==> src/rcu_pkg.sv <==
// Package with register map, field layout and constants of the clock unit
package rcu_pkg;

  // Register indices; byte address is four times the index
  localparam logic [7:0]  MODE_PRESCALE_IDX = 8'hEB;
  localparam logic [7:0]  LOW_POWER_IDX     = 8'hF0;
  localparam logic [7:0]  CLK_STATUS_IDX    = 8'hF2;
  localparam logic [7:0]  PLL_FACTOR_IDX    = 8'hF6;

  // Values after reset
  localparam logic [7:0]  MODE_RESET        = 8'hE0;
  localparam logic [7:0]  LOW_POWER_RESET   = 8'h00;
  localparam logic [2:0]  PLL_DIV_RESET     = 3'h7;
  localparam logic [1:0]  PLL_MULT_RESET    = 2'h0;

  // Mode register fields
  localparam int          HALVER_BIT        = 5;
  localparam int          PRS_LSB           = 2;
  // Low power register fields
  localparam int          INT_SEL_BIT       = 7;
  localparam int          SRESEN_BIT        = 3;
  localparam int          AUX_SEL_BIT       = 2;
  localparam int          WAIT_AUX_BIT      = 1;
  localparam int          SLOWDOWN_BIT      = 0;
  // Status register fields
  localparam int          WDG_FLAG_BIT      = 6;
  localparam int          SOFT_FLAG_BIT     = 5;
  localparam int          XT_HALT_BIT       = 4;
  localparam int          XT_DIV16_BIT      = 3;
  localparam int          AUX_ACTIVE_BIT    = 2;
  localparam int          LOCK_BIT          = 1;
  localparam int          PLL_SEL_BIT       = 0;
  // PLL factor register fields
  localparam int          DIV_LSB           = 0;
  localparam int          MULT_LSB          = 3;

  // PLL switched off by this divider code
  localparam logic [2:0]  PLL_OFF_CODE      = 3'h7;
  // Equal reference periods counted before lock; the next equal one flags it
  localparam logic [3:0]  LOCK_REF_TICKS    = 4'h8;
  // Divide by 16 counters wrap at this value
  localparam logic [3:0]  DIV16_LAST        = 4'hF;

  // System clock source
  typedef enum logic [2:0] {
    RCU_SRC_REF   = 3'b000,
    RCU_SRC_REF16 = 3'b001,
    RCU_SRC_PLL   = 3'b010,
    RCU_SRC_AUX   = 3'b011,
    RCU_SRC_AUX16 = 3'b100
  } rcu_src_t;

  // Clock pulses leaving the unit
  typedef struct packed {
    logic sys_tick;
    logic core_tick;
    logic core_stretch;
    logic pll_fast_tick;
  } rcu_clk_out_t;

endpackage

==> src/rcu_clock_unit.sv <==
// Clock control section: reference halver, PLL, source select, core prescaler
`timescale 1ns/10ps
// How it works
// - Halver on at reset divides oscillator by two
// - PLL multiplies reference by 6, 8, 10, 14
// - PLL output divided 1..7; code 111 off
// - Non-111 divider turns PLL on while xt_div16_ff set; software selects
// - Lock logic sets lock flag once locked
// - Undivided PLL output offered separately
// - System clock from PLL, reference, ref/16, aux
// - Prescale zero: core clock equals system clock
// - Nonzero prescale n divides by n plus one
// - Low phase one cycle, high phase stretched
// - Memory wait or bus request holds core high
// - Peripherals always get full system clock
// - Idle wait stops core; system clock unchanged
// - Slowdown wait kills PLL, forces ref/16 or aux
// - Aux clock divided by 16 during slowdown wait
// - Crystal halt only while aux active
// - Wait aux select halts crystal on slowdown wait
// - Absent aux clock is never selected
// - Aux select low power bit applies outside wait too
// - Watchdog and software resets flagged separately
module rcu_clock_unit (
  // APB clock and reset
  input  wire logic                 pclk,
  input  wire logic                 presetn,
  // APB slave
  input  wire logic                 psel,
  input  wire logic                 penable,
  input  wire logic                 pwrite,
  input  wire logic [11:0]          paddr,
  input  wire logic [31:0]          pwdata,
  output logic      [31:0]          prdata,
  output logic                      pready,
  output logic                      pslverr,
  // Clock sources as one-cycle pulses, aux presence as a level
  input  wire logic                 osc_tick,
  input  wire logic                 aux_tick,
  input  wire logic                 aux_present,
  // Core side events
  input  wire logic                 idle_wait_active,
  input  wire logic                 mem_wait,
  input  wire logic                 bus_request,
  input  wire logic                 wdg_reset_event,
  input  wire logic                 soft_reset_event,
  // Clock outputs
  output rcu_pkg::rcu_clk_out_t     clk_out,
  output logic                      osc_stop,
  output logic                      pll_active
);

  // Register state
  logic [7:0]          mode_ff;
  logic [7:0]          lp_ff;
  logic                wdg_flag_ff;
  logic                soft_flag_ff;
  logic                xt_halt_req_ff;
  logic                xt_div16_ff;
  logic                pll_sel_ff;
  logic [2:0]          div_sel_ff;
  logic [1:0]          mult_sel_ff;
  logic                aux_active_ff;
  logic                lock_ff;
  // APB
  logic [31:0]         prdata_ff;
  logic                pready_ff;
  logic                pslverr_ff;
  // Clock chain
  logic                half_phase_ff;
  logic                ref_tick;
  logic [3:0]          ref16_cnt_ff;
  logic                ref16_tick;
  logic [3:0]          aux16_cnt_ff;
  logic                aux16_tick;
  logic [15:0]         per_cnt_ff;
  logic [15:0]         period_ff;
  logic [16:0]         pll_acc_ff;
  logic [16:0]         nxt_pll_acc;
  logic                pll_fast;
  logic [2:0]          pll_div_cnt_ff;
  logic                pll_div_tick;
  logic [3:0]          lock_cnt_ff;
  logic [3:0]          mult_val;
  logic                lp_wait;
  logic                pll_on;
  rcu_pkg::rcu_src_t   src;
  logic                sel_tick;
  logic [2:0]          prs;
  logic [2:0]          pre_cnt_ff;
  rcu_pkg::rcu_clk_out_t clk_out_ff;
  logic                osc_stop_ff;
  logic                pll_active_ff;
  // Bus decode
  logic                setup;
  logic                access;
  logic [7:0]          idx;
  logic                hit_mode;
  logic                hit_lp;
  logic                hit_stat;
  logic                hit_pll;
  logic [7:0]          rd_byte;

  // Multiplier code to factor
  function automatic logic [3:0] mult_factor(input logic [1:0] code);
    case (code)
      2'h0:    mult_factor = 4'hA;
      2'h1:    mult_factor = 4'h6;
      2'h2:    mult_factor = 4'hE;
      default: mult_factor = 4'h8;
    endcase
  endfunction

  // Divide by 16 wrap
  function automatic logic [3:0] cnt16(input logic [3:0] c, input logic en);
    cnt16 = en ? c + 4'h1 : c;
  endfunction

  // APB decode; only word-aligned register addresses answer
  assign setup    = psel & ~penable;
  assign access   = psel & penable & pready_ff;
  assign idx      = paddr[9:2];
  assign hit_mode = (paddr[11:10] == 2'h0) && (paddr[1:0] == 2'h0)
                    && (idx == rcu_pkg::MODE_PRESCALE_IDX);
  assign hit_lp   = (paddr[11:10] == 2'h0) && (paddr[1:0] == 2'h0)
                    && (idx == rcu_pkg::LOW_POWER_IDX);
  assign hit_stat = (paddr[11:10] == 2'h0) && (paddr[1:0] == 2'h0)
                    && (idx == rcu_pkg::CLK_STATUS_IDX);
  assign hit_pll  = (paddr[11:10] == 2'h0) && (paddr[1:0] == 2'h0)
                    && (idx == rcu_pkg::PLL_FACTOR_IDX);

  // Read mux
  always_comb begin
    rd_byte = 8'h00;
    if (hit_mode) begin
      rd_byte = mode_ff;
    end else if (hit_lp) begin
      rd_byte = lp_ff & 8'h8F;
    end else if (hit_stat) begin
      rd_byte[rcu_pkg::WDG_FLAG_BIT]   = wdg_flag_ff;
      rd_byte[rcu_pkg::SOFT_FLAG_BIT]  = soft_flag_ff;
      rd_byte[rcu_pkg::XT_HALT_BIT]    = xt_halt_req_ff & aux_active_ff;
      rd_byte[rcu_pkg::XT_DIV16_BIT]   = xt_div16_ff;
      rd_byte[rcu_pkg::AUX_ACTIVE_BIT] = aux_active_ff;
      rd_byte[rcu_pkg::LOCK_BIT]       = lock_ff;
      rd_byte[rcu_pkg::PLL_SEL_BIT]    = pll_sel_ff;
    end else if (hit_pll) begin
      rd_byte[rcu_pkg::DIV_LSB +: 3]   = div_sel_ff;
      rd_byte[rcu_pkg::MULT_LSB +: 2]  = mult_sel_ff;
    end
  end

  // APB answer one cycle after setup
  always_ff @(posedge pclk or negedge presetn) begin
    if (!presetn) begin
      pready_ff  <= 1'b0;
      pslverr_ff <= 1'b0;
      prdata_ff  <= 32'h0000_0000;
    end else begin
      pready_ff  <= setup;
      pslverr_ff <= setup & ~(hit_mode | hit_lp | hit_stat | hit_pll);
      if (setup) begin
        prdata_ff  <= {24'h00_0000, rd_byte};
      end
    end
  end

  // Control register writes
  always_ff @(posedge pclk or negedge presetn) begin
    if (!presetn) begin
      mode_ff        <= rcu_pkg::MODE_RESET;
      lp_ff          <= rcu_pkg::LOW_POWER_RESET;
      xt_halt_req_ff <= 1'b0;
      xt_div16_ff    <= 1'b1;
      pll_sel_ff     <= 1'b0;
      div_sel_ff     <= rcu_pkg::PLL_DIV_RESET;
      mult_sel_ff    <= rcu_pkg::PLL_MULT_RESET;
    end else if (access && pwrite) begin
      if (hit_mode) begin
        mode_ff <= pwdata[7:0];
      end else if (hit_lp) begin
        lp_ff <= pwdata[7:0] & 8'h8F;
      end else if (hit_stat) begin
        xt_halt_req_ff <= pwdata[rcu_pkg::XT_HALT_BIT];
        xt_div16_ff    <= pwdata[rcu_pkg::XT_DIV16_BIT];
        pll_sel_ff     <= pwdata[rcu_pkg::PLL_SEL_BIT];
      end else if (hit_pll) begin
        div_sel_ff  <= pwdata[rcu_pkg::DIV_LSB +: 3];
        mult_sel_ff <= pwdata[rcu_pkg::MULT_LSB +: 2];
      end
    end
  end

  // Reset cause flags, each cleared by the other reset event or by power-on reset
  always_ff @(posedge pclk or negedge presetn) begin
    if (!presetn) begin
      wdg_flag_ff  <= 1'b0;
      soft_flag_ff <= 1'b0;
    end else begin
      if (wdg_reset_event) begin
        wdg_flag_ff  <= 1'b1;
        soft_flag_ff <= 1'b0;
      end else if (soft_reset_event) begin
        soft_flag_ff <= 1'b1;
        wdg_flag_ff  <= 1'b0;
      end
    end
  end

  // Reference halver and divide by 16 stages
  assign ref_tick   = mode_ff[rcu_pkg::HALVER_BIT] ? (osc_tick & half_phase_ff)
                                                   : osc_tick;
  assign ref16_tick = ref_tick & (ref16_cnt_ff == rcu_pkg::DIV16_LAST);
  assign aux16_tick = aux_tick & (aux16_cnt_ff == rcu_pkg::DIV16_LAST);

  always_ff @(posedge pclk or negedge presetn) begin
    if (!presetn) begin
      half_phase_ff <= 1'b0;
      ref16_cnt_ff  <= 4'h0;
      aux16_cnt_ff  <= 4'h0;
    end else begin
      if (osc_tick) begin
        half_phase_ff <= ~half_phase_ff;
      end
      ref16_cnt_ff <= cnt16(ref16_cnt_ff, ref_tick);
      aux16_cnt_ff <= cnt16(aux16_cnt_ff, aux_tick);
    end
  end

  // PLL enable
  assign lp_wait  = idle_wait_active & lp_ff[rcu_pkg::SLOWDOWN_BIT];
  assign pll_on   = (div_sel_ff != rcu_pkg::PLL_OFF_CODE)
                    & xt_div16_ff & ~lp_wait;
  assign mult_val = mult_factor(mult_sel_ff);

  // Reference period measured in pclk cycles
  always_ff @(posedge pclk or negedge presetn) begin
    if (!presetn) begin
      per_cnt_ff <= 16'h0001;
      period_ff  <= 16'h0000;
    end else if (ref_tick) begin
      per_cnt_ff <= 16'h0001;
      period_ff  <= per_cnt_ff;
    end else if (per_cnt_ff != 16'hFFFF) begin
      per_cnt_ff <= per_cnt_ff + 16'h0001;
    end
  end

  // Rate synthesiser: mult_val pulses per reference period
  always_comb begin
    nxt_pll_acc = pll_acc_ff + {13'h0000, mult_val};
    pll_fast    = 1'b0;
    if (nxt_pll_acc >= {1'b0, period_ff} && period_ff != 16'h0000) begin
      nxt_pll_acc = nxt_pll_acc - {1'b0, period_ff};
      pll_fast    = 1'b1;
    end
  end

  assign pll_div_tick = pll_fast & (pll_div_cnt_ff == div_sel_ff);

  always_ff @(posedge pclk or negedge presetn) begin
    if (!presetn) begin
      pll_acc_ff     <= 17'h0_0000;
      pll_div_cnt_ff <= 3'h0;
    end else if (!pll_on) begin
      pll_acc_ff     <= 17'h0_0000;
      pll_div_cnt_ff <= 3'h0;
    end else begin
      pll_acc_ff <= nxt_pll_acc;
      if (pll_fast) begin
        pll_div_cnt_ff <= pll_div_tick ? 3'h0 : pll_div_cnt_ff + 3'h1;
      end
    end
  end

  // Lock detect: steady reference period while running
  always_ff @(posedge pclk or negedge presetn) begin
    if (!presetn) begin
      lock_cnt_ff <= 4'h0;
      lock_ff     <= 1'b0;
    end else if (!pll_on) begin
      lock_cnt_ff <= 4'h0;
      lock_ff     <= 1'b0;
    end else if (ref_tick) begin
      if (per_cnt_ff != period_ff) begin
        lock_cnt_ff <= 4'h0;
        lock_ff     <= 1'b0;
      end else if (lock_cnt_ff == rcu_pkg::LOCK_REF_TICKS) begin
        lock_ff <= 1'b1;
      end else begin
        lock_cnt_ff <= lock_cnt_ff + 4'h1;
      end
    end
  end

  // Aux clock accepted only while present
  always_ff @(posedge pclk or negedge presetn) begin
    if (!presetn) begin
      aux_active_ff <= 1'b0;
    end else begin
      aux_active_ff <= aux_present & (lp_ff[rcu_pkg::AUX_SEL_BIT]
                       | (lp_wait & lp_ff[rcu_pkg::WAIT_AUX_BIT]));
    end
  end

  // Source select
  always_comb begin
    if (lp_wait) begin
      src = aux_active_ff && lp_ff[rcu_pkg::WAIT_AUX_BIT] ? rcu_pkg::RCU_SRC_AUX16
                                                          : rcu_pkg::RCU_SRC_REF16;
    end else if (aux_active_ff) begin
      src = rcu_pkg::RCU_SRC_AUX;
    end else if (!xt_div16_ff) begin
      src = rcu_pkg::RCU_SRC_REF16;
    end else if (pll_sel_ff && pll_on) begin
      src = rcu_pkg::RCU_SRC_PLL;
    end else begin
      src = rcu_pkg::RCU_SRC_REF;
    end
  end

  always_comb begin
    case (src)
      rcu_pkg::RCU_SRC_REF:   sel_tick = ref_tick;
      rcu_pkg::RCU_SRC_REF16: sel_tick = ref16_tick;
      rcu_pkg::RCU_SRC_PLL:   sel_tick = pll_div_tick;
      rcu_pkg::RCU_SRC_AUX:   sel_tick = aux_tick;
      default:                sel_tick = aux16_tick;
    endcase
  end

  // Core prescaler: one low cycle, rest stretched high
  assign prs = mode_ff[rcu_pkg::PRS_LSB +: 3];

  always_ff @(posedge pclk or negedge presetn) begin
    if (!presetn) begin
      pre_cnt_ff                <= 3'h0;
      clk_out_ff.sys_tick       <= 1'b0;
      clk_out_ff.core_tick      <= 1'b0;
      clk_out_ff.core_stretch   <= 1'b0;
      clk_out_ff.pll_fast_tick  <= 1'b0;
    end else begin
      clk_out_ff.sys_tick      <= sel_tick;
      clk_out_ff.pll_fast_tick <= pll_fast & pll_on;
      clk_out_ff.core_tick     <= 1'b0;
      if (idle_wait_active) begin
        if (sel_tick) begin
          clk_out_ff.core_stretch <= 1'b0;
        end
      end else if (mem_wait || bus_request) begin
        clk_out_ff.core_stretch <= 1'b1;
      end else if (sel_tick) begin
        // Lowered prescale restarts at once
        if (pre_cnt_ff >= prs) begin
          pre_cnt_ff              <= 3'h0;
          clk_out_ff.core_tick    <= 1'b1;
          clk_out_ff.core_stretch <= 1'b0;
        end else begin
          pre_cnt_ff              <= pre_cnt_ff + 3'h1;
          clk_out_ff.core_stretch <= 1'b1;
        end
      end
    end
  end

  // Crystal halt and PLL state
  always_ff @(posedge pclk or negedge presetn) begin
    if (!presetn) begin
      osc_stop_ff   <= 1'b0;
      pll_active_ff <= 1'b0;
    end else begin
      osc_stop_ff   <= aux_active_ff & (xt_halt_req_ff
                       | (lp_wait & lp_ff[rcu_pkg::WAIT_AUX_BIT]));
      pll_active_ff <= pll_on;
    end
  end

  assign prdata     = prdata_ff;
  assign pready     = pready_ff;
  assign pslverr    = pslverr_ff;
  assign clk_out    = clk_out_ff;
  assign osc_stop   = osc_stop_ff;
  assign pll_active = pll_active_ff;

endmodule

==> config.mk <==
export PLATFORM = sky130hd
export DESIGN_NAME = rcu_clock_unit
export DESIGN_NICKNAME = d
export VERILOG_FILES = /design/src/rcu_pkg.sv /design/src/rcu_clock_unit.sv
export SDC_FILE = /design/constraint.sdc
export NUM_CORES = 1
export LEC_CHECK = 0
export BUFFER_PORTS_ARGS = -buffer_cell sky130_fd_sc_hd__clkbuf_2
export CAP_MARGIN = 15
export CORE_UTILIZATION = 55
export CTS_CLUSTER_DIAMETER = 120
export DETAILED_ROUTE_END_ITERATION = 10
export PLACE_DENSITY = 0.85
export SYNTH_ARGS = -nofsm -noshare
export SYNTH_HDL_FRONTEND = slang
export SYNTH_SLANG_ARGS = --single-unit
==> constraint.sdc <==
create_clock -name pclk -period 4.54 [get_ports pclk]
set_input_delay 0.908 -clock pclk [delete_from_list [all_inputs] [get_ports pclk]]
set_output_delay 0.908 -clock pclk [all_outputs]
set_load 0.02 [all_outputs]
==> results.toml, run 1 <==
[sta]
hold_viol = 0
clock_skew_ns = 0.006367
finalCritPeriodShare_pct = 96.60
slew_headroom_pct = 22.93
setup_violations = 0
tightest_slew_ns = 1.140
fmax_mhz = 228.0
slew_violations = 0
worst_slack_ns = 0.1542
finalCriticalPeriod_ns = 4.386

[clock_network]
cts_max_level = 3
insertion_delay_ns = 0.36
clock_path_buffers = 2
cts_hold_buf = 0
numCtsBuffers = 9
clock-sinks = 109
clk_pin_slew_ns = 0.07
cts_tree = "yes"
root_buffer = "clkbuf_16"

[critical_path]
arrival_ns = 4.62
critPathCapture = "pre_cnt_ff[2]"
path_class = "register to register"
r2r-start = "mult_sel_ff[0]"
cp-startpoint = "mult_sel_ff[0]"
start_kind = "register"
r2r_slack_ns = 0.15
worst-path-max-fanout = 5
rr_worst_depth = 17
critPathCaptureType = "register"
r2r-end = "pre_cnt_ff[2]"
required_ns = 4.77

[global_route]
grt_pass1_wl_mm = 26.14
antenna_found_initial = 0
grt_max_degree = 53
grtUsageTotal_pct = 26.33
grt_pass1_vias = 5361
overflow = 0

[detailed_routing]
drt_first_pass_iters = 8
routed_wl_mm = 15.61
via_count = 5414
remaining_drc_errors = 9
postRouteAntennaNets = 0
wl_per_cell_um = 17.64
drt_iter0_drc = 501
viasPerCell = 6.118

[place]
portBuffers = 48
dpl.hpwl_mm = 11.30
place_inst = 867
pre_cts_ws_ns = 0.03732
place_congestion = 0.9491

[yosys]
yosys.cell_types.count = 71
synth_seq_cells = 109
syn_area_per_cell_um2 = 9.659
synth_area_um2 = 6588
synth_edf_count = 0
synth_flop_cell = "dfrtp_1"
synth_cells = 682
yosysWarnings = 0
async_flop_share_pct = 100.0
ys_seq_area_share_pct = 41.56

[floorplan]
die_w_um = 111.4
fp.dieH_um = 111.4
core_area_um2 = 11560
die_area_um2 = 12420
ioPinCount = 97
start_util_pct = 56.96
rows = 39

[power]
p_leak_nw = 3.410
power.density_nw_per_um2 = 438.8
peakVddDrop_uv = 202.2

[layout]
insertedDiodeCount = 0
drive_gt1_share_pct = 17.79
synthToLayoutAreaGrowth_pct = 11.11
final_cells = 885
finalNetCount = 827

[status]
violations = "design-rule violations"
outcome = "finished, violations left"

[min_path]
hold_class = "register to register"

[flow_run]
cap_violations = 0
## critical path, stage by stage, from the launching register on
cell	delay, ns
dfrtp_1	0.42
ha_1	0.22
inv_1	0.06
ha_1	0.16
inv_1	0.06
fa_1	0.44
nor2b_2	0.18
o211ai_1	0.19
nor3_2	0.34
xor2_1	0.23
ha_1	0.31
and3_1	0.23
and3_1	0.25
a221oi_4	0.32
a31oi_4	0.15
a221oi_4	0.38
and2_4	0.23
o22ai_1	0.09
## cells by family (layout without fill, tap and decap cells)
group	Yosys count	count (layout)	share of synthesized area (%)
muxes	25	25	4.179
and+or+nand+nor	211	211	16.51
DFF	109	109	41.56
xor gates and xnor gates	60	60	7.977
other	1	24	0.05693
buffers and inverters	89	126	6.819
AOI/OAI and AO/OA	154	154	16.41
adders and majority gates	33	33	6.496
## through the flow
step | area (um2) | hold WS (ns) | utilization [%] | power (mW) | setup TNS (ns)
detailed placement | 6937 | 0.4826 | 59.98 | 2.362 | 0
global route | 7320 | 0.5285 | 63.29 | 3.391 | -0.3931
finish | 7320 | 0.4875 | 63.29 | 3.212 | 0
CTS | 7252 | 0.4920 | 62.71 | 3.182 | 0
floorplan | 6674 | 0.4453 | - | 2.040 | 0
global placement | 6937 | 0.4598 | 59.98 | 2.312 | 0
## report_power, final
part | internal, mW | switching (mW) | leakage (nW) | total [mW]
Sequential | 1.07 | 0.107 | 1.41 | 1.18
Combinational | 0.521 | 0.696 | 1.85 | 1.22
Clock | 0.460 | 0.358 | 0.145 | 0.819
## placed cells by master (no fill, tap or decap), drive strengths merged, types with 4 or more instances in the layout
cell type and instances:
a22oi 4, mux2 20, xnor2 37, a211oi 11, xor2 23, dfrtp 101
nand3 26, or3 5, buf 17, dfstp 8, and2 4, nor2b 4
inv 45, nor4 7, a221oi 12, nor2 42, a21oi 37, nand2b 5
a31oi 6, mux2i 5, nand4 14, o21ai 37, conb 24, o21a 8
a21o 10, nor3 23, ha 31, clkbuf 59, nand2 54, and3 11
## sequential cells by signal, summed over array words and instances (netlist names), 5 cells and up
signal	flops
period_ff	16
lp_ff	5
per_cnt_ff	16
mode_ff	8
prdata	8
pll_acc_ff	17
## cells in the mapped netlist (3+ instances only)
cell type | instances | area share (%)
a211oi_1 | 9 | 1.0
a21o_1 | 10 | 1.1
a21oi_1 | 36 | 2.7
a221oi_1 | 9 | 1.2
a221oi_2 | 3 | 0.68
a22oi_1 | 4 | 0.46
a31oi_1 | 5 | 0.47
and2_1 | 3 | 0.28
and3_1 | 11 | 1.0
and4_1 | 3 | 0.40
buf_4 | 26 | 3.0
clkbuf_1 | 13 | 0.74
dfrtp_1 | 101 | 38
dfstp_2 | 8 | 3.2
ha_1 | 31 | 5.9
inv_1 | 44 | 2.5
mux2_2 | 20 | 3.4
mux2i_1 | 5 | 0.76
nand2_1 | 53 | 3.0
nand2b_1 | 5 | 0.47
nand3_1 | 26 | 2.0
nand4_1 | 13 | 1.2
nor2_1 | 42 | 2.4
nor2b_1 | 4 | 0.38
nor3_1 | 22 | 1.7
nor4_1 | 7 | 0.66
o211a_1 | 3 | 0.46
o211ai_1 | 3 | 0.34
o21a_1 | 8 | 0.91
o21ai_0 | 30 | 2.3
o21ai_1 | 7 | 0.53
o22ai_1 | 3 | 0.28
o31ai_1 | 3 | 0.34
or3_1 | 5 | 0.47
xnor2_1 | 37 | 4.9
xor2_1 | 23 | 3.1
## worst min-delay path by stage
stage                               start         endpoint  cells past startpoint
after floorplan           ref16_cnt_ff[3]  ref16_cnt_ff[3]                      1
after global placement    aux16_cnt_ff[3]  aux16_cnt_ff[3]                      1
after detailed placement  ref16_cnt_ff[3]  ref16_cnt_ff[3]                      1
after CTS                 ref16_cnt_ff[3]  ref16_cnt_ff[3]                      1
after global routing         soft_flag_ff     soft_flag_ff                      2
final                     ref16_cnt_ff[3]  ref16_cnt_ff[3]                      1
## layout make-up
type                       count  area [um2]
clock buffer                  12       256.5
clock inverter                 4       53.80
fill                         886        4245
inverter                      46       172.7
multi-input combinational    507        3541
sequential                   109        2738
tap                          143       178.9
timing repair buffer          64       379.1
## timing repair
item                       4_1_cts  5_1_grt
setup endpoints to repair        2       22
pin swaps                        0        6
setup buffers                    0        2
gates resized for setup          1        9
## layer usage
metal | global-route usage (%) | vias to the layer above | part of all wire, %
met4 | 13.24 | 0 | 3.3
met3 | 4.083 | 36 | 5.3
met2 | 45.63 | 211 | 50
li1 | - | 2501 | -
met5 | 0 | - | 0
met1 | 31.98 | 2666 | 41
(Power assumes the default switching activity.)
==> run 2, diff against run 1 <==
--- a/config.mk
+++ b/config.mk
@@ -8,6 +8,7 @@
 export BUFFER_PORTS_ARGS = -buffer_cell sky130_fd_sc_hd__clkbuf_2
 export CAP_MARGIN = 15
 export CORE_UTILIZATION = 55
+export CTS_BUF_LIST = sky130_fd_sc_hd__clkbuf_4 sky130_fd_sc_hd__clkbuf_8 sky130_fd_sc_hd__clkbuf_16
 export CTS_CLUSTER_DIAMETER = 120
 export DETAILED_ROUTE_END_ITERATION = 10
 export PLACE_DENSITY = 0.85
==> constraint.sdc (replaced) <==
create_clock -name pclk -period 4.04 [get_ports pclk]
set_input_delay 0.808 -clock pclk [delete_from_list [all_inputs] [get_ports pclk]]
set_output_delay 0.808 -clock pclk [all_outputs]
set_load 0.02 [all_outputs]
==> results.toml, run 2 (same netlist as run 1, synthesis figures left out) <==
[status]
outcome = "finished, violations left"
violations = "design-rule violations, negative setup slack"

[sta]
hold_viol = 0
fmax_mhz = 247.0
finalCriticalPeriod_ns = 4.049
setup_violations = 1
clock_skew_ns = 0.004658
slew_headroom_pct = 34.39
rsz0062_at_grt = "true"
tightest_slew_ns = 0.9841
finalCritPeriodShare_pct = 100.2
worst_slack_ns = -0.008640
slew_violations = 0

[layout]
insertedDiodeCount = 0
mostFrequentLayoutCells = "dfrtp_1 (101), nand2_1 (52), clkbuf_2 (47), inv_1 (42), buf_4 (42)"
fillCellCount = 813
synthToLayoutAreaGrowth_pct = 19.79
largest_register = "pll_acc_ff"
post-route-util_pct = 68.24
largest_reg_flops = 17
finalNetCount = 858
reg.largest.list = "pll_acc_ff: 17 flops, per_cnt_ff: 16 flops, period_ff: 16 flops"
drive_gt1_share_pct = 27.04
mostFrequentLayoutCell = "dfrtp_1"
seq_area_um2 = 2738
multi_input_area_um2 = 3831

[clock_network]
cts_tree = "yes"
clk_pin_slew_ns = 0.07
clock-sinks = 109
insertion_delay_ns = 0.36
cts_max_level = 3
numCtsBuffers = 9
clock_path_buffers = 2
cts_hold_buf = 0
root_buffer = "clkbuf_16"

[floorplan]
fp.dieH_um = 111.4
ioPinCount = 97
die_w_um = 111.4
start_util_pct = 56.96
die_area_um2 = 12420
rows = 39
core_area_um2 = 11560

[detailed_routing]
routed_wl_mm = 16.80
via_count = 5619
viasPerCell = 6.134
remaining_drc_errors = 9
drt_first_pass_iters = 8
drt_iter0_drc = 603
postRouteAntennaNets = 0
wl_per_cell_um = 18.34

[min_path]
holdPathEnd = "aux16_cnt_ff[3]"
hp-start = "aux16_cnt_ff[3]"
hold_class = "register to register"
hold-path-cell-count = 1

[place]
pre_cts_ws_ns = -0.2085
dpl.hpwl_mm = 11.11
portBuffers = 48
place_congestion = 0.8761

[critical_path]
arrival_ns = 4.28
required_ns = 4.27
r2r-end = "pre_cnt_ff[2]"
r2r-start = "mult_sel_ff[1]"
rr_worst_depth = 20
crit_slowest_cell = "dfrtp_1"
start_kind = "register"
slowest_delay_ns = 0.41
path_class = "register to register"
worstPathCellList = "ha_2, inv_2, ha_4, inv_2, fa_2, nor2b_2, o211ai_1, nor3_1, buf_4, nand3_2, xnor2_2, ha_4, nand3_2, nor3_4, a221oi_4, a31oi_4, a221oi_2, buf_4, and2_4, o22ai_2"
critPathCaptureType = "register"
r2r_slack_ns = -0.009
worst-path-max-fanout = 4
cp.buffers_inverters = 4
critical-path-top-delay-family = "adder cells"

[global_route]
overflow = 0
use_met1_pct = 32.74
grt_pass1_vias = 5459
grtUsageTotal_pct = 26.53
grt_pass1_wl_mm = 26.16
use_met2_pct = 44.46
antenna_found_initial = 0
grt_max_degree = 81
busiest_layer = "met2"
met3_usage_pct = 4.954

[power]
p_total_mw = 4.071
peakVddDrop_uv = 324.2
power.density_nw_per_um2 = 515.9
p_leak_nw = 3.661

[flow_run]
cap_violations = 0
run 2: cell count changes in the layout (fill, tap and decap cells not counted), moves of 6 or more:
cell	change
a211oi_1	-6
a211oi_2	+6
buf_4	+27
nor3_1	-7
run 2: where the power goes:
part           leakage, nW  switching, mW  internal [mW]
sequential            1.41          0.115           1.20
combinational         2.07          0.962          0.722
clock                0.179          0.405          0.664
run 2: worst max path at each step:
stage,startpoint,endpoint,slack [ns],depth (start not counted)
floorplan,mult_sel_ff[0],pre_cnt_ff[2],0.06,17
global placement,mult_sel_ff[0],pre_cnt_ff[2],-0.09,19
detailed placement,mult_sel_ff[0],pre_cnt_ff[2],-0.21,19
CTS,mult_sel_ff[0],pre_cnt_ff[2],0.01,19
global route,mult_sel_ff[1],pll_acc_ff[15],-0.14,20
finish,mult_sel_ff[1],pre_cnt_ff[2],-0.009,20
run 2: cell type report:
cell class                      count  area share (%)
Multi-Input combinational cell    508           48.55
Timing Repair Buffer               94           7.690
Clock inverter                      3           1.142
Tap cell                          143           2.267
Sequential cell                   109           34.69
Clock buffer                       13           3.472
Inverter                           46           2.188
run 2: repair_timing:
item | in CTS | in global routing
cloned | 1 | 1
setup buffers | 5 | 6
pin swaps | 13 | 29
endpoints found under the setup margin | 26 | 27
resized for setup | 19 | 51
run 2: metal layers:
layer	part of all wire [%]	vias to the layer above
li1	-	2564
met1	40	2730
met2	50	265
met3	6.0	60
met4	4.2	0
met5	0	-
run 2: metrics by stage:
stage / hold WS (ns) / setup TNS (ns) / instance area (um2) / std cells
floorplan: 0.4453 / 0 / 6674 / 705
global placement: 0.4600 / -0.4470 / 7074 / 887
detailed placement: 0.4665 / -3.045 / 7074 / 887
CTS: 0.4793 / 0 / 7572 / 909
global route: 0.5154 / -1.835 / 7891 / 916
finish: 0.4771 / -0.008640 / 7891 / 916
==> run 3, diff against run 2 <==
--- a/config.mk
+++ b/config.mk
@@ -5,6 +5,7 @@
 export SDC_FILE = /design/constraint.sdc
 export NUM_CORES = 1
 export LEC_CHECK = 0
+export ABC_AREA = 1
 export BUFFER_PORTS_ARGS = -buffer_cell sky130_fd_sc_hd__clkbuf_2
 export CAP_MARGIN = 15
 export CORE_UTILIZATION = 55
==> results.toml, run 3 <==
[min_path]
hold_class = "input pin to asynchronous set/reset pin"

[yosys]
syn_area_per_cell_um2 = 7.914
ys_top_cells_by_count = "nand2_1 (188), inv_1 (137), dfrtp_1 (101)"
synth_flop_cell = "dfrtp_1"
synth_top_cell_area_share_pct = 37.35
ys_top_cells_by_area = "dfrtp_1 (37%), nand2_1 (10%), inv_1 (7.6%), ha_1 (5.7%), o21ai_0 (5.1%)"
yosysMostFrequentCell = "nand2_1"
ys_seq_area_share_pct = 40.46
synth_cells = 855
synth_seq_cells = 109
yosys.cell_types.count = 48
yosysWarnings = 0
async_flop_share_pct = 100.0
synth_top_area_cell = "dfrtp_1"
synth_edf_count = 0
synth_area_um2 = 6766

[clock_network]
root_buffer = "clkbuf_16"
numCtsBuffers = 9
cts_hold_buf = 0
cts_tree = "yes"
cts_max_level = 3
clock-sinks = 109
insertion_delay_ns = 0.36
clk_pin_slew_ns = 0.07
clock_path_buffers = 2

[critical_path]
path_class = "register to register"
required_ns = 4.31
critPathCaptureType = "register"
start_kind = "register"
arrival_ns = 4.06
worst-path-max-fanout = 8

[sta]
finalCritPeriodShare_pct = 93.64
setup_violations = 0
finalCriticalPeriod_ns = 3.783
hold_viol = 0
worst_slack_ns = 0.2569
slew_violations = 0
tightest_slew_ns = 0.6755
holdWs_ns = 0.4682
clock_skew_ns = 0.01111
fmax_mhz = 264.3
slew_headroom_pct = 54.96

[flow_run]
cap_violations = 0

[layout]
mostFrequentLayoutCell = "nand2_1"
reg.largest.list = "pll_acc_ff: 17 flops, per_cnt_ff: 16 flops, period_ff: 16 flops"
synthToLayoutAreaGrowth_pct = 13.50
final_cells = 1074
mostFrequentLayoutCells = "nand2_1 (185), inv_1 (134), dfrtp_1 (101), o21ai_0 (68), nor2_1 (55)"
insertedDiodeCount = 0
finalNetCount = 1012
largest_register = "pll_acc_ff"
multi_input_area_um2 = 3531
largest_reg_flops = 17
seq_area_um2 = 2738
post-route-util_pct = 63.94
drive_gt1_share_pct = 17.37
fillCellCount = 971
stdcell_area_um2 = 7680

[place]
portBuffers = 48
pre_cts_ws_ns = 0.04674
place_congestion = 0.9450
place_area_um2 = 7114
place_inst = 1047
dpl.hpwl_mm = 11.65

[global_route]
antenna_found_initial = 0
grt_pass1_wl_mm = 25.59
grt_pass1_vias = 5470
grtUsageTotal_pct = 25.46
grt_max_degree = 54
overflow = 0

[floorplan]
start_util_pct = 56.33
die_w_um = 112.9
die_area_um2 = 12750
ioPinCount = 97
core_area_um2 = 12010
fp.dieH_um = 112.9
rows = 40

[detailed_routing]
routed_wl_mm = 15.89
remaining_drc_errors = 0
via_count = 5930
wl_per_cell_um = 14.79
drt_first_pass_iters = 5
postRouteAntennaNets = 0
drt_iter0_drc = 436
viasPerCell = 5.521

[status]
outcome = "finished, final reports clean"

[power]
peakVddDrop_uv = 304.3
p_leak_nw = 3.927
power.density_nw_per_um2 = 395.6
==> run 3: repair_timing <==
action,CTS,global route
pin swaps,1,16
resized for setup,1,34
setup buffers,1,10
setup endpoints to repair,1,27
==> run 3: final timing paths <==
path | from | end | slack, ns | cells past startpoint
setup / recovery | mult_sel_ff[0] | pll_acc_ff[5] | 0.26 | 24
min in group pclk | half_phase_ff | half_phase_ff | 0.47 | 1
setup reg to reg | mult_sel_ff[0] | pll_acc_ff[5] | 0.26 | 24
hold / removal | presetn | pslverr | 0.47 | 1
hold reg to reg | half_phase_ff | half_phase_ff | 0.47 | 1
max in group asynchronous | presetn | xt_div16_ff | 2.69 | 2
==> run 3: cell families after synthesis <==
group | after synthesis | synth area share, %
other | 1 | 0.05542
adders and majority gates | 33 | 6.324
buffers and inverters | 174 | 11.22
xor gates and xnor gates | 43 | 5.566
and+or+nand+nor | 359 | 24.15
DFF | 109 | 40.46
AOI/OAI and AO/OA | 135 | 12.06
muxes | 1 | 0.1664
==> run 3: power by group <==
group,switching [mW],internal (mW)
Sequential,0.102,1.19
Combinational,0.529,0.306
Clock,0.419,0.488
Total,1.05,1.99
==> run 3: stage by stage <==
step                setup TNS (ns)  power (mW)
floorplan                        0       1.931
global placement                 0       2.084
detailed placement               0       2.116
CTS                              0       3.023
global route            -0.0004503       3.204
finish                           0       3.038
==> run 3: metal layers <==
metal / vias to the layer above / GRT usage (%) / wire [um] / part of all wire [%]
met5: - / 0 / 0 / 0
met4: 0 / 10.44 / 393 / 2.5
met3: 32 / 4.660 / 1015 / 6.4
met2: 237 / 41.73 / 7626 / 48
met1: 2796 / 33.52 / 6853 / 43
li1: 2865 / - / - / -
==> run 3: area by class of cell <==
type	instances	area share, %
multi-input combinational	595	45.98
tap	147	2.395
sequential	109	35.65
inverter	141	6.924
clock inverter	7	1.043
timing repair buffer	66	5.083
clock buffer	9	2.933
==> run 3: critical path, stage by stage (launching register included) <==
cell     delay, ns
dfrtp_1       0.41
ha_1          0.20
inv_1         0.06
ha_2          0.17
inv_2         0.06
fa_2          0.34
inv_1         0.06
nand2_1       0.05
a21oi_2       0.17
nand2_2       0.13
nor3_4        0.22
nand2_2       0.09
xnor2_2       0.28
ha_4          0.26
nand2_2       0.07
nor2_2        0.05
buf_4         0.13
a21oi_2       0.15
nand2_2       0.06
nand2_2       0.07
nand2_2       0.09
nand2_4       0.14
nand2_4       0.11
buf_12        0.16
o22ai_2       0.15
